==> src/hw/sys_status_pkg.sv <==
// Purpose: constants and word layouts for the status and diagnosis readback block
// Assumes: 16-bit serial frames, address in bits 15:14, most significant bit first
// Notes:   the struct layouts match the status and diagnosis words bit for bit
package sys_status_pkg;

	// frame layout
	localparam int FRAME_BITS     = 16;
	localparam int HEADER_BITS    = 4;
	localparam int POS_ADDR_HI    = 3;
	localparam int POS_ADDR_LO    = 2;
	localparam int POS_READ_SEL   = 1;
	localparam int POS_READ_ONLY  = 0;
	localparam logic [1:0] ADDR_STATUS_DIAG = 2'h0;
	localparam logic [4:0] COUNT_HEADER     = 5'h04;
	localparam logic [4:0] COUNT_FRAME      = 5'h10;
	localparam logic [4:0] COUNT_MAX        = 5'h1F;

	// values after reset
	localparam logic [3:0] CAUSE_POWER_ON    = 4'h0;
	localparam logic       RST_POWER_UP      = 1'h1;
	localparam logic       RST_CORE_DIAG     = 1'h1;
	localparam logic       RST_EDGE_ALERT    = 1'h0;
	localparam logic       RST_PIN_LEVEL     = 1'h1;
	localparam logic [15:0] RST_WORD         = 16'h0000;

	// transceiver fault codes
	localparam logic [3:0] FAULT_NONE           = 4'h0;
	localparam logic [3:0] FAULT_HIGH_TO_SUPPLY = 4'h4;
	localparam logic [3:0] FAULT_LOW_TO_GROUND  = 4'h5;
	localparam logic [3:0] FAULT_HIGH_TO_GROUND = 4'h6;
	localparam logic [3:0] FAULT_LOW_TO_SUPPLY  = 4'h8;
	localparam logic [3:0] FAULT_WIRES_SHORTED  = 4'h9;
	localparam logic [3:0] FAULT_BUS_DOMINANT   = 4'hC;
	localparam logic [3:0] FAULT_RX_RECESSIVE   = 4'hD;
	localparam logic [3:0] FAULT_RX_DOMINANT    = 4'hE;
	localparam logic [3:0] FAULT_TX_DOMINANT    = 4'hF;

	// transceiver mode codes
	localparam logic [1:0] XCVR_OFF_LINE = 2'h0;
	localparam logic [1:0] XCVR_LISTEN   = 2'h1;
	localparam logic [1:0] XCVR_ON_LINE  = 2'h2;
	localparam logic [1:0] XCVR_ACTIVE   = 2'h3;

	typedef struct packed {
		logic [1:0] frame_address_bits;
		logic       read_select_bit;
		logic       read_only_select;
		logic [3:0] reset_cause_field;
		logic       transceiver_wake;
		logic       reserved_a;
		logic       edge_alert_flag;
		logic       alert_level_flag;
		logic       thermal_warning_flag;
		logic       dev_mode_flag;
		logic       switch_output_flag;
		logic       power_up_flag;
	} status_s;

	typedef struct packed {
		logic [1:0] frame_address_bits;
		logic       read_select_bit;
		logic       read_only_select;
		logic       ground_shift_flag;
		logic [3:0] transceiver_fault_code;
		logic [1:0] reserved_b;
		logic       transceiver_supply_diag;
		logic       second_regulator_diag;
		logic       core_supply_diag;
		logic [1:0] transceiver_mode_field;
	} diag_s;

endpackage

==> src/hw/system_status_diagnosis_readback.sv <==
// Purpose: serial readback of the status and diagnosis words, with read side effects
// Assumes: data sampled on rising serial clock, driven after falling serial clock
// Notes:   serial pins and the alert pin pass a three-stage synchroniser
//
// Behaviour
// - edge alert flag sets on alert pin falling edge, clears when status is read.
// - alert level flag shows live alert pin level.
// - thermal warning flag is one while temperature exceeds the warning limit.
// - dev mode flag is one while development mode is active.
// - switch output flag is one while the switch output pin is driven high.
// - power-up flag is one after power-on, cleared once Normal mode is entered.
// - reset cause field takes every reset cause code and is never cleared.
// - reserved positions read zero in both words, one bit in status and two in diagnosis.
// - address 00 with read select one returns the diagnosis word.
// - read-only select zero also writes the frame fields to the mode register.
// - diagnosis reads are answered in every operating mode.
// - ground shift flag is one while ground shift is outside threshold.
// - fault codes F, E, C, D report stuck transmit, receive, bus, receive recessive.
// - fault codes 9, 8, 4, 6, 5 report wire shorts; 0 means no failure.
// - transceiver supply diag reads zero when overload disabled it, else one.
// - second regulator diag reads zero when overload disabled it, else one.
// - core supply diag latches zero on undervoltage, set to one on read.
// - transceiver mode field reports 11, 10, 01, or 00 when off or unpowered.
// - address 00 with read select zero returns the status word.
// - a frame without exactly sixteen clocks is ignored or raises an interrupt.
`timescale 1ns/1ps
`default_nettype none

module system_status_diagnosis_readback (
	// clock and reset
	input  wire logic        i_clock,
	input  wire logic        i_sys_rst,
	// serial port pins
	input  wire logic        i_spi_cs_n,
	input  wire logic        i_spi_clk,
	input  wire logic        i_spi_data_in,
	output logic             o_spi_data_out,
	output logic             o_spi_data_out_en,
	// local alert pin
	input  wire logic        i_alert_pin,
	// status sources from chip logic
	input  wire logic        i_thermal_warning,
	input  wire logic        i_dev_mode,
	input  wire logic        i_switch_output,
	input  wire logic        i_transceiver_wake,
	input  wire logic        i_normal_mode_entered,
	input  wire logic        i_reset_event,
	input  wire logic [3:0]  i_reset_cause,
	// diagnosis sources from chip logic
	input  wire logic        i_ground_shift,
	input  wire logic [3:0]  i_transceiver_fault,
	input  wire logic        i_transceiver_supply_ok,
	input  wire logic        i_second_regulator_ok,
	input  wire logic        i_core_undervoltage,
	input  wire logic [1:0]  i_transceiver_mode,
	// frame results
	input  wire logic        i_count_fail_irq_en,
	output logic             o_mode_write,
	output logic [11:0]      o_mode_data,
	output logic             o_count_fail_irq
);

	// three-stage synchronisers; a level counts once stages two and three agree
	logic [2:0] sync_cs;
	logic [2:0] sync_clk;
	logic [2:0] sync_din;
	logic [2:0] sync_alert;
	logic       cs_level;
	logic       clk_level;
	logic       din_level;
	logic       alert_level;
	logic       next_cs_level;
	logic       next_clk_level;
	logic       next_alert_level;

	always_ff @(posedge i_clock) begin
		if (i_sys_rst) begin
			sync_cs    <= 3'h7;
			sync_clk   <= 3'h0;
			sync_din   <= 3'h0;
			sync_alert <= 3'h7;
		end else begin
			sync_cs    <= {sync_cs[1:0], i_spi_cs_n};
			sync_clk   <= {sync_clk[1:0], i_spi_clk};
			sync_din   <= {sync_din[1:0], i_spi_data_in};
			sync_alert <= {sync_alert[1:0], i_alert_pin};
		end
	end

	always_comb begin
		next_cs_level    = (sync_cs[1] == sync_cs[2]) ? sync_cs[2] : cs_level;
		next_clk_level   = (sync_clk[1] == sync_clk[2]) ? sync_clk[2] : clk_level;
		next_alert_level = (sync_alert[1] == sync_alert[2]) ? sync_alert[2] : alert_level;
	end

	always_ff @(posedge i_clock) begin
		if (i_sys_rst) begin
			cs_level    <= 1'h1;
			clk_level   <= 1'h0;
			din_level   <= 1'h0;
			alert_level <= sys_status_pkg::RST_PIN_LEVEL;
		end else begin
			cs_level    <= next_cs_level;
			clk_level   <= next_clk_level;
			alert_level <= next_alert_level;
			if (sync_din[1] == sync_din[2]) begin
				din_level <= sync_din[2];
			end
		end
	end

	logic frame_start;
	logic frame_end;
	logic clk_rise;
	logic clk_fall;
	logic alert_fall;

	assign frame_start = cs_level & ~next_cs_level;
	assign frame_end   = ~cs_level & next_cs_level;
	assign clk_rise    = ~cs_level & ~clk_level & next_clk_level;
	assign clk_fall    = ~cs_level & clk_level & ~next_clk_level;
	assign alert_fall  = alert_level & ~next_alert_level;

	// latched status and diagnosis bits
	logic       edge_alert_flag;
	logic       power_up_flag;
	logic       core_supply_diag;
	logic [3:0] reset_cause_field;
	logic       status_read_done;
	logic       diag_read_done;

	always_ff @(posedge i_clock) begin
		if (i_sys_rst) begin
			edge_alert_flag <= sys_status_pkg::RST_EDGE_ALERT;
		end else if (alert_fall) begin
			edge_alert_flag <= 1'h1;
		end else if (status_read_done) begin
			edge_alert_flag <= 1'h0;
		end
	end

	always_ff @(posedge i_clock) begin
		if (i_sys_rst) begin
			power_up_flag <= sys_status_pkg::RST_POWER_UP;
		end else if (i_reset_event && i_reset_cause == sys_status_pkg::CAUSE_POWER_ON) begin
			power_up_flag <= 1'h1;
		end else if (i_normal_mode_entered) begin
			power_up_flag <= 1'h0;
		end
	end

	always_ff @(posedge i_clock) begin
		if (i_sys_rst) begin
			reset_cause_field <= sys_status_pkg::CAUSE_POWER_ON;
		end else if (i_reset_event) begin
			reset_cause_field <= i_reset_cause;
		end
	end

	always_ff @(posedge i_clock) begin
		if (i_sys_rst) begin
			core_supply_diag <= sys_status_pkg::RST_CORE_DIAG;
		end else if (i_core_undervoltage) begin
			core_supply_diag <= 1'h0;
		end else if (diag_read_done) begin
			core_supply_diag <= 1'h1;
		end
	end

	// live words
	sys_status_pkg::status_s status_now;
	sys_status_pkg::diag_s   diag_now;

	always_comb begin
		status_now                      = '0;
		status_now.reset_cause_field    = reset_cause_field;
		status_now.transceiver_wake     = i_transceiver_wake;
		status_now.reserved_a           = 1'h0;
		status_now.edge_alert_flag      = edge_alert_flag;
		status_now.alert_level_flag     = alert_level;
		status_now.thermal_warning_flag = i_thermal_warning;
		status_now.dev_mode_flag        = i_dev_mode;
		status_now.switch_output_flag   = i_switch_output;
		status_now.power_up_flag        = power_up_flag;
	end

	always_comb begin
		diag_now                         = '0;
		diag_now.ground_shift_flag       = i_ground_shift;
		diag_now.transceiver_fault_code  = i_transceiver_fault;
		diag_now.reserved_b              = 2'h0;
		diag_now.transceiver_supply_diag = i_transceiver_supply_ok;
		diag_now.second_regulator_diag   = i_second_regulator_ok;
		diag_now.core_supply_diag        = core_supply_diag;
		diag_now.transceiver_mode_field  = i_transceiver_supply_ok ? i_transceiver_mode
		                                                           : sys_status_pkg::XCVR_OFF_LINE;
	end

	// frame engine
	logic [15:0] status_snap;
	logic [15:0] diag_snap;
	logic [15:0] rx_shift;
	logic [15:0] reply_word;
	logic [4:0]  bit_count;
	logic [15:0] pick_word;
	logic        header_hit;
	logic        frame_ok;

	always_ff @(posedge i_clock) begin
		if (i_sys_rst) begin
			status_snap <= sys_status_pkg::RST_WORD;
			diag_snap   <= sys_status_pkg::RST_WORD;
		end else if (frame_start) begin
			status_snap <= status_now;
			diag_snap   <= diag_now;
		end
	end

	always_ff @(posedge i_clock) begin
		if (i_sys_rst) begin
			rx_shift  <= sys_status_pkg::RST_WORD;
			bit_count <= 5'h00;
		end else if (frame_start) begin
			bit_count <= 5'h00;
		end else if (clk_rise) begin
			rx_shift <= {rx_shift[14:0], din_level};
			if (bit_count != sys_status_pkg::COUNT_MAX) begin
				bit_count <= bit_count + 5'h01;
			end
		end
	end

	// the selecting header bits are the four newest bits once four have arrived
	assign header_hit = rx_shift[sys_status_pkg::POS_ADDR_HI -: 2] == sys_status_pkg::ADDR_STATUS_DIAG;

	// header fields kept from the fourth falling clock to the end of the frame,
	// since by then the shift register holds data bits in those positions
	logic hdr_hit;
	logic hdr_read_sel;
	logic hdr_read_only;
	logic hdr_taken;

	always_ff @(posedge i_clock) begin
		if (i_sys_rst) begin
			hdr_hit       <= 1'h0;
			hdr_read_sel  <= 1'h0;
			hdr_read_only <= 1'h1;
			hdr_taken     <= 1'h0;
		end else if (frame_start) begin
			hdr_hit       <= 1'h0;
			hdr_read_sel  <= 1'h0;
			hdr_read_only <= 1'h1;
			hdr_taken     <= 1'h0;
		end else if (clk_fall && bit_count == sys_status_pkg::COUNT_HEADER) begin
			hdr_hit       <= header_hit;
			hdr_read_sel  <= rx_shift[sys_status_pkg::POS_READ_SEL];
			hdr_read_only <= rx_shift[sys_status_pkg::POS_READ_ONLY];
			hdr_taken     <= 1'h1;
		end
	end

	// index of the reply bit sent at this falling clock, valid inside the data field
	logic [3:0] reply_index;
	logic       reply_in_data;

	always_comb begin
		reply_index   = 4'(sys_status_pkg::COUNT_FRAME - 5'h01 - bit_count);
		reply_in_data = bit_count > sys_status_pkg::COUNT_HEADER
		                && bit_count < sys_status_pkg::COUNT_FRAME;
	end

	always_comb begin
		pick_word = sys_status_pkg::RST_WORD;
		if (header_hit) begin
			pick_word = rx_shift[sys_status_pkg::POS_READ_SEL] ? diag_snap
			                                                   : status_snap;
		end
	end

	always_ff @(posedge i_clock) begin
		if (i_sys_rst) begin
			reply_word     <= sys_status_pkg::RST_WORD;
			o_spi_data_out <= 1'h0;
		end else if (frame_start) begin
			reply_word     <= sys_status_pkg::RST_WORD;
			o_spi_data_out <= 1'h0;
		end else if (clk_fall) begin
			if (bit_count == sys_status_pkg::COUNT_HEADER) begin
				reply_word     <= pick_word;
				o_spi_data_out <= pick_word[11];
			end else if (reply_in_data) begin
				o_spi_data_out <= reply_word[reply_index];
			end else begin
				o_spi_data_out <= 1'h0;
			end
		end
	end

	assign o_spi_data_out_en = ~cs_level;

	logic mode_take;
	logic frame_bad;

	// side effects only after exactly sixteen clocks
	assign frame_ok  = frame_end && hdr_taken
	                   && bit_count == sys_status_pkg::COUNT_FRAME;
	assign frame_bad = frame_end && bit_count != sys_status_pkg::COUNT_FRAME;
	assign mode_take = frame_ok && hdr_hit && !hdr_read_only;

	// a status read clears the edge flag, a diagnosis read re-arms the core supply bit
	always_comb begin
		status_read_done = frame_ok && hdr_hit && !hdr_read_sel;
		diag_read_done   = frame_ok && hdr_hit && hdr_read_sel;
	end

	// the mode register takes the data field of a writing frame
	always_ff @(posedge i_clock) begin
		if (i_sys_rst) begin
			o_mode_write <= 1'h0;
			o_mode_data  <= 12'h000;
		end else begin
			o_mode_write <= mode_take;
			if (mode_take) begin
				o_mode_data <= rx_shift[11:0];
			end
		end
	end

	// a refused frame pulses the count failure line when enabled
	always_ff @(posedge i_clock) begin
		if (i_sys_rst) begin
			o_count_fail_irq <= 1'h0;
		end else begin
			o_count_fail_irq <= frame_bad && i_count_fail_irq_en;
		end
	end

endmodule

`default_nettype wire

==> config.mk <==
export PLATFORM = sky130hd
export DESIGN_NAME = system_status_diagnosis_readback
export DESIGN_NICKNAME = d
export VERILOG_FILES = /design/src/hw/sys_status_pkg.sv /design/src/hw/system_status_diagnosis_readback.sv
export SDC_FILE = /design/constraint.sdc
export NUM_CORES = 1
export LEC_CHECK = 0
export BUFFER_PORTS_ARGS = -buffer_cell sky130_fd_sc_hd__buf_4
export CAP_MARGIN = 40
export CORE_ASPECT_RATIO = 1.4
export CORE_MARGIN = 3
export CORE_UTILIZATION = 45
export CTS_CLUSTER_DIAMETER = 100
export DETAILED_ROUTE_END_ITERATION = 8
export GPL_TIMING_DRIVEN = 0
export SLEW_MARGIN = 20
export SYNTH_ARGS = -nofsm -noshare
export SYNTH_HDL_FRONTEND = slang
export SYNTH_SLANG_ARGS = --single-unit
==> constraint.sdc <==
create_clock -name i_clock -period 4.8 [get_ports i_clock]
set_input_delay 0.72 -clock i_clock [delete_from_list [all_inputs] [get_ports i_clock]]
set_output_delay 0.72 -clock i_clock [all_outputs]
set_load 0.01 [all_outputs]
==> parameters.txt <==
Parameter                              Value

Finish
  Area added between synthesis and finish    18.27%
  End-of-flow core utilization    a little over half
  # nets final    just under 500
  Share of layout cells above drive strength 1    17.77%
  Antenna fix cells    0

Route
  Drt via density    roughly 5.1
  DR vias    slightly below 3000
  Remaining routing DRC violations    0
  Final antenna-violating net count    0
  Drt pass-1 iters    4
  Post-detailed-routing wire length    slightly above 8 mm
  Iteration-0 DRC count of the detailed router    between 150 and 200
  Post-detailed-route wirelength per cell    ~15 um

GRT
  Largest net degree at the start of global routing    16
  Total gr overflow    0
  Vias in the first global route    roughly 2800
  Combined global-route utilization of all metal layers    19.13%
  Initial antenna violation count    0
  Global-route wire length before repair    13.41 mm

Setup path
  Crit Path Category    flop to flop
  Worst Setup End Kind    flop
  Maximum fanout encountered on the critical timing path    10
  Startpoint kind of the worst setup timing path    flop
  Data required time at the worst endpoint    roughly 5 ns
  Arrival time at the worst endpoint    2.22 ns

Flow run
  Number of max-cap violations    0

Placed design
  Total half-perimeter wirelength after legalization and detailed placement    roughly 6.0 mm
  RD Place Congestion    just under 0.8
  Number of port buffers    40
  Setup slack at placement    around 2.8 ns

Timing
  Final Slew Violations    0
  Final setup margin    approximately 2.8 ns
  Setup repair after global routing missed its margin    false
  Headroom to the max-slew limit    between 50% and 60%
  Total setup violations reported at the end of the flow    0
  Timing-limited maximum frequency    between 0.5 and 0.6 GHz
  Final Hold Vio Count    0
  Actual transition at the worst max-transition pin    between 0.6 and 0.7 ns
  Largest clock skew in the final design    0.008732 ns
  Period utilisation layout    41.63%
  Sum Neg Setup Slack    0 ns
  Post-layout min period    ~2 ns

Synth
  Cell accounting for the most synthesized area    dfxtp_1
  Synthesized flop and latch total    91
  Yosys synthesis warning count    0
  Net count after synthesis    between 400 and 500
  Ranking of synthesized cells by instance count    91 x dfxtp_1, 85 x nand2_1, 68 x a21oi_1, 19 x clkbuf_1
  Synthesized area    roughly 3600 um2
  Top cell type's share of synthesized area    between 50% and 60%
  Post-Synthesis Cells    411
  Post-synth cell types    43
  Number of enable-type register cells in the synthesized netlist    0
  Syn Area/Cell    8.798 um2
  Top post-synthesis cells by area    dfxtp_1 50%, a21oi_1 9.4%, nand2_1 8.8%
  Top FF cell, synth    dfxtp_1
  Most frequent cell after synthesis    dfxtp_1
  Fraction of registers with async set/reset    0%
  Sequential area share after synthesis    50.38%

Clocking
  Resize count post-CTS    0
  Clock latency reported for the late side of the worst-skew pair    about 0.36 ns
  Clock Root Buffer    clkbuf_8
  Number of clock sinks    between 90 and 100
  # hold bufs at CTS    0
  Clock-pin slew reported for the worst setup and hold paths after clock tree synthesis    about 0.09 ns
  CTS tree    yes
  Post-CTS Setup Bufs    0
  Number of buffers created by CTS    9
  Depth of the CTS H-tree    3
  Maximum root-to-sink buffer count    2

Floorplanning
  Die ar.    roughly 9200 um2
  Core Box Area    7797 um2
  Chip height    around 110 um
  Horizontal extent of the die    just over 80 um
  Initial Util    about 46%
  Standard-cell rows    38
  # IOs    43

Pwr
  Leakage power of the design    ~0.0015 uW
  Worst IR Drop VDD    roughly 0.20 mV
  Total power divided by cell area    roughly 330 nW/um2

Run status
  Outcome    complete, no violations

Hold path
  Type of the tightest min-delay check    flop to flop
-- metal layers --
layer / share of wire [%] / vias up / global-route usage (%)
met5: 0 / - / 0
met4: 2.1 / 0 / 8.647
met3: 2.5 / 13 / 2.648
met2: 52 / 45 / 32.38
met1: 44 / 1348 / 23.55
li1: - / 1495 / -
-- cells by family after synthesis --
family	count (synthesis)	share of synthesized area (%)
xor+xnor	3	0.7268
compound gates	93	14.01
fa+ha+maj	3	1.038
flops	91	50.38
simple gates	164	22.28
mux	19	6.159
buf+inv	38	5.398
-- state kept, by name, summed over array words and instances, names as in the netlist, 4 cells and up --
register and count:
diag_snap 10, reset_cause_field 4, rx_shift 12, status_snap 11, reply_word 11, bit_count 5, o_mode_data 12
-- layout make-up --
cell class / count / area [um2]
Inverter: 8 / 30.03
Timing Repair Buffer: 40 / 300.3
Multi-Input combinational cell: 282 / 1599
Buffer: 30 / 165.2
Clock inverter: 5 / 83.83
Clock buffer: 11 / 151.4
Tap cell: 100 / 125.1
Sequential cell: 91 / 1822
Fill cell: 755 / 3521
-- metrics by stage --
stage | hold WS [ns] | area, um2 | std cells | total power [uW]
3_5_place_dp | 0.3934 | 4041 | 551 | 830.6
5_1_grt | 0.4391 | 4277 | 567 | 1458
4_1_cts | 0.4148 | 4277 | 567 | 1422
3_3_place_gp | 0.3928 | 4041 | 551 | 830.0
6_report | 0.4141 | 4277 | 567 | 1405
2_1_floorplan | 0.3895 | 3616 | 411 | 805.0
-- report_power, final --
group          internal, uW  switching [uW]
combinational          22.1            23.2
clock                   324             269
sequential              762            4.78
total                  1110             297
-- final timing paths --
kind | start | to | slack [ns] | cells past startpoint
max | bit_count[0] | o_mode_data[9] | 2.80 | 6
min | sync_alert[0] | sync_alert[1] | 0.41 | 1
max reg2reg | bit_count[0] | o_mode_data[9] | 2.80 | 6
min reg2reg | sync_alert[0] | sync_alert[1] | 0.41 | 1
-- worst max-delay path, stage by stage, from the launching register on --
cell and delay, ns:
dfxtp_1 0.33, buf_6 0.14, or3_4 0.43, or4_4 0.59
buf_6 0.17, o21ai_1 0.12, a21oi_1 0.08
-- layout by cell type, fill, tap and decap left out, types with 2 or more instances in the layout --
master	Yosys	routed
a21oi_1	68	68
buf_4	1	41
buf_6	5	5
bufinv_16	0	2
clkbuf_1	19	19
clkbuf_8	0	11
clkinvlp_4	0	2
dfxtp_1	91	91
ha_1	3	3
inv_1	8	8
mux2i_1	17	17
mux4_1	2	2
nand2_1	85	85
nand2b_1	3	3
nand3_1	17	17
nor2_1	16	16
nor2b_1	7	7
nor3_1	5	5
o2111ai_1	2	2
o21ai_0	8	8
o21ai_1	5	5
o21ai_2	5	5
o21bai_1	3	3
or2_2	8	8
or3_1	10	10
xnor2_1	3	3
No activity file was read; power rests on OpenSTA's default activity.
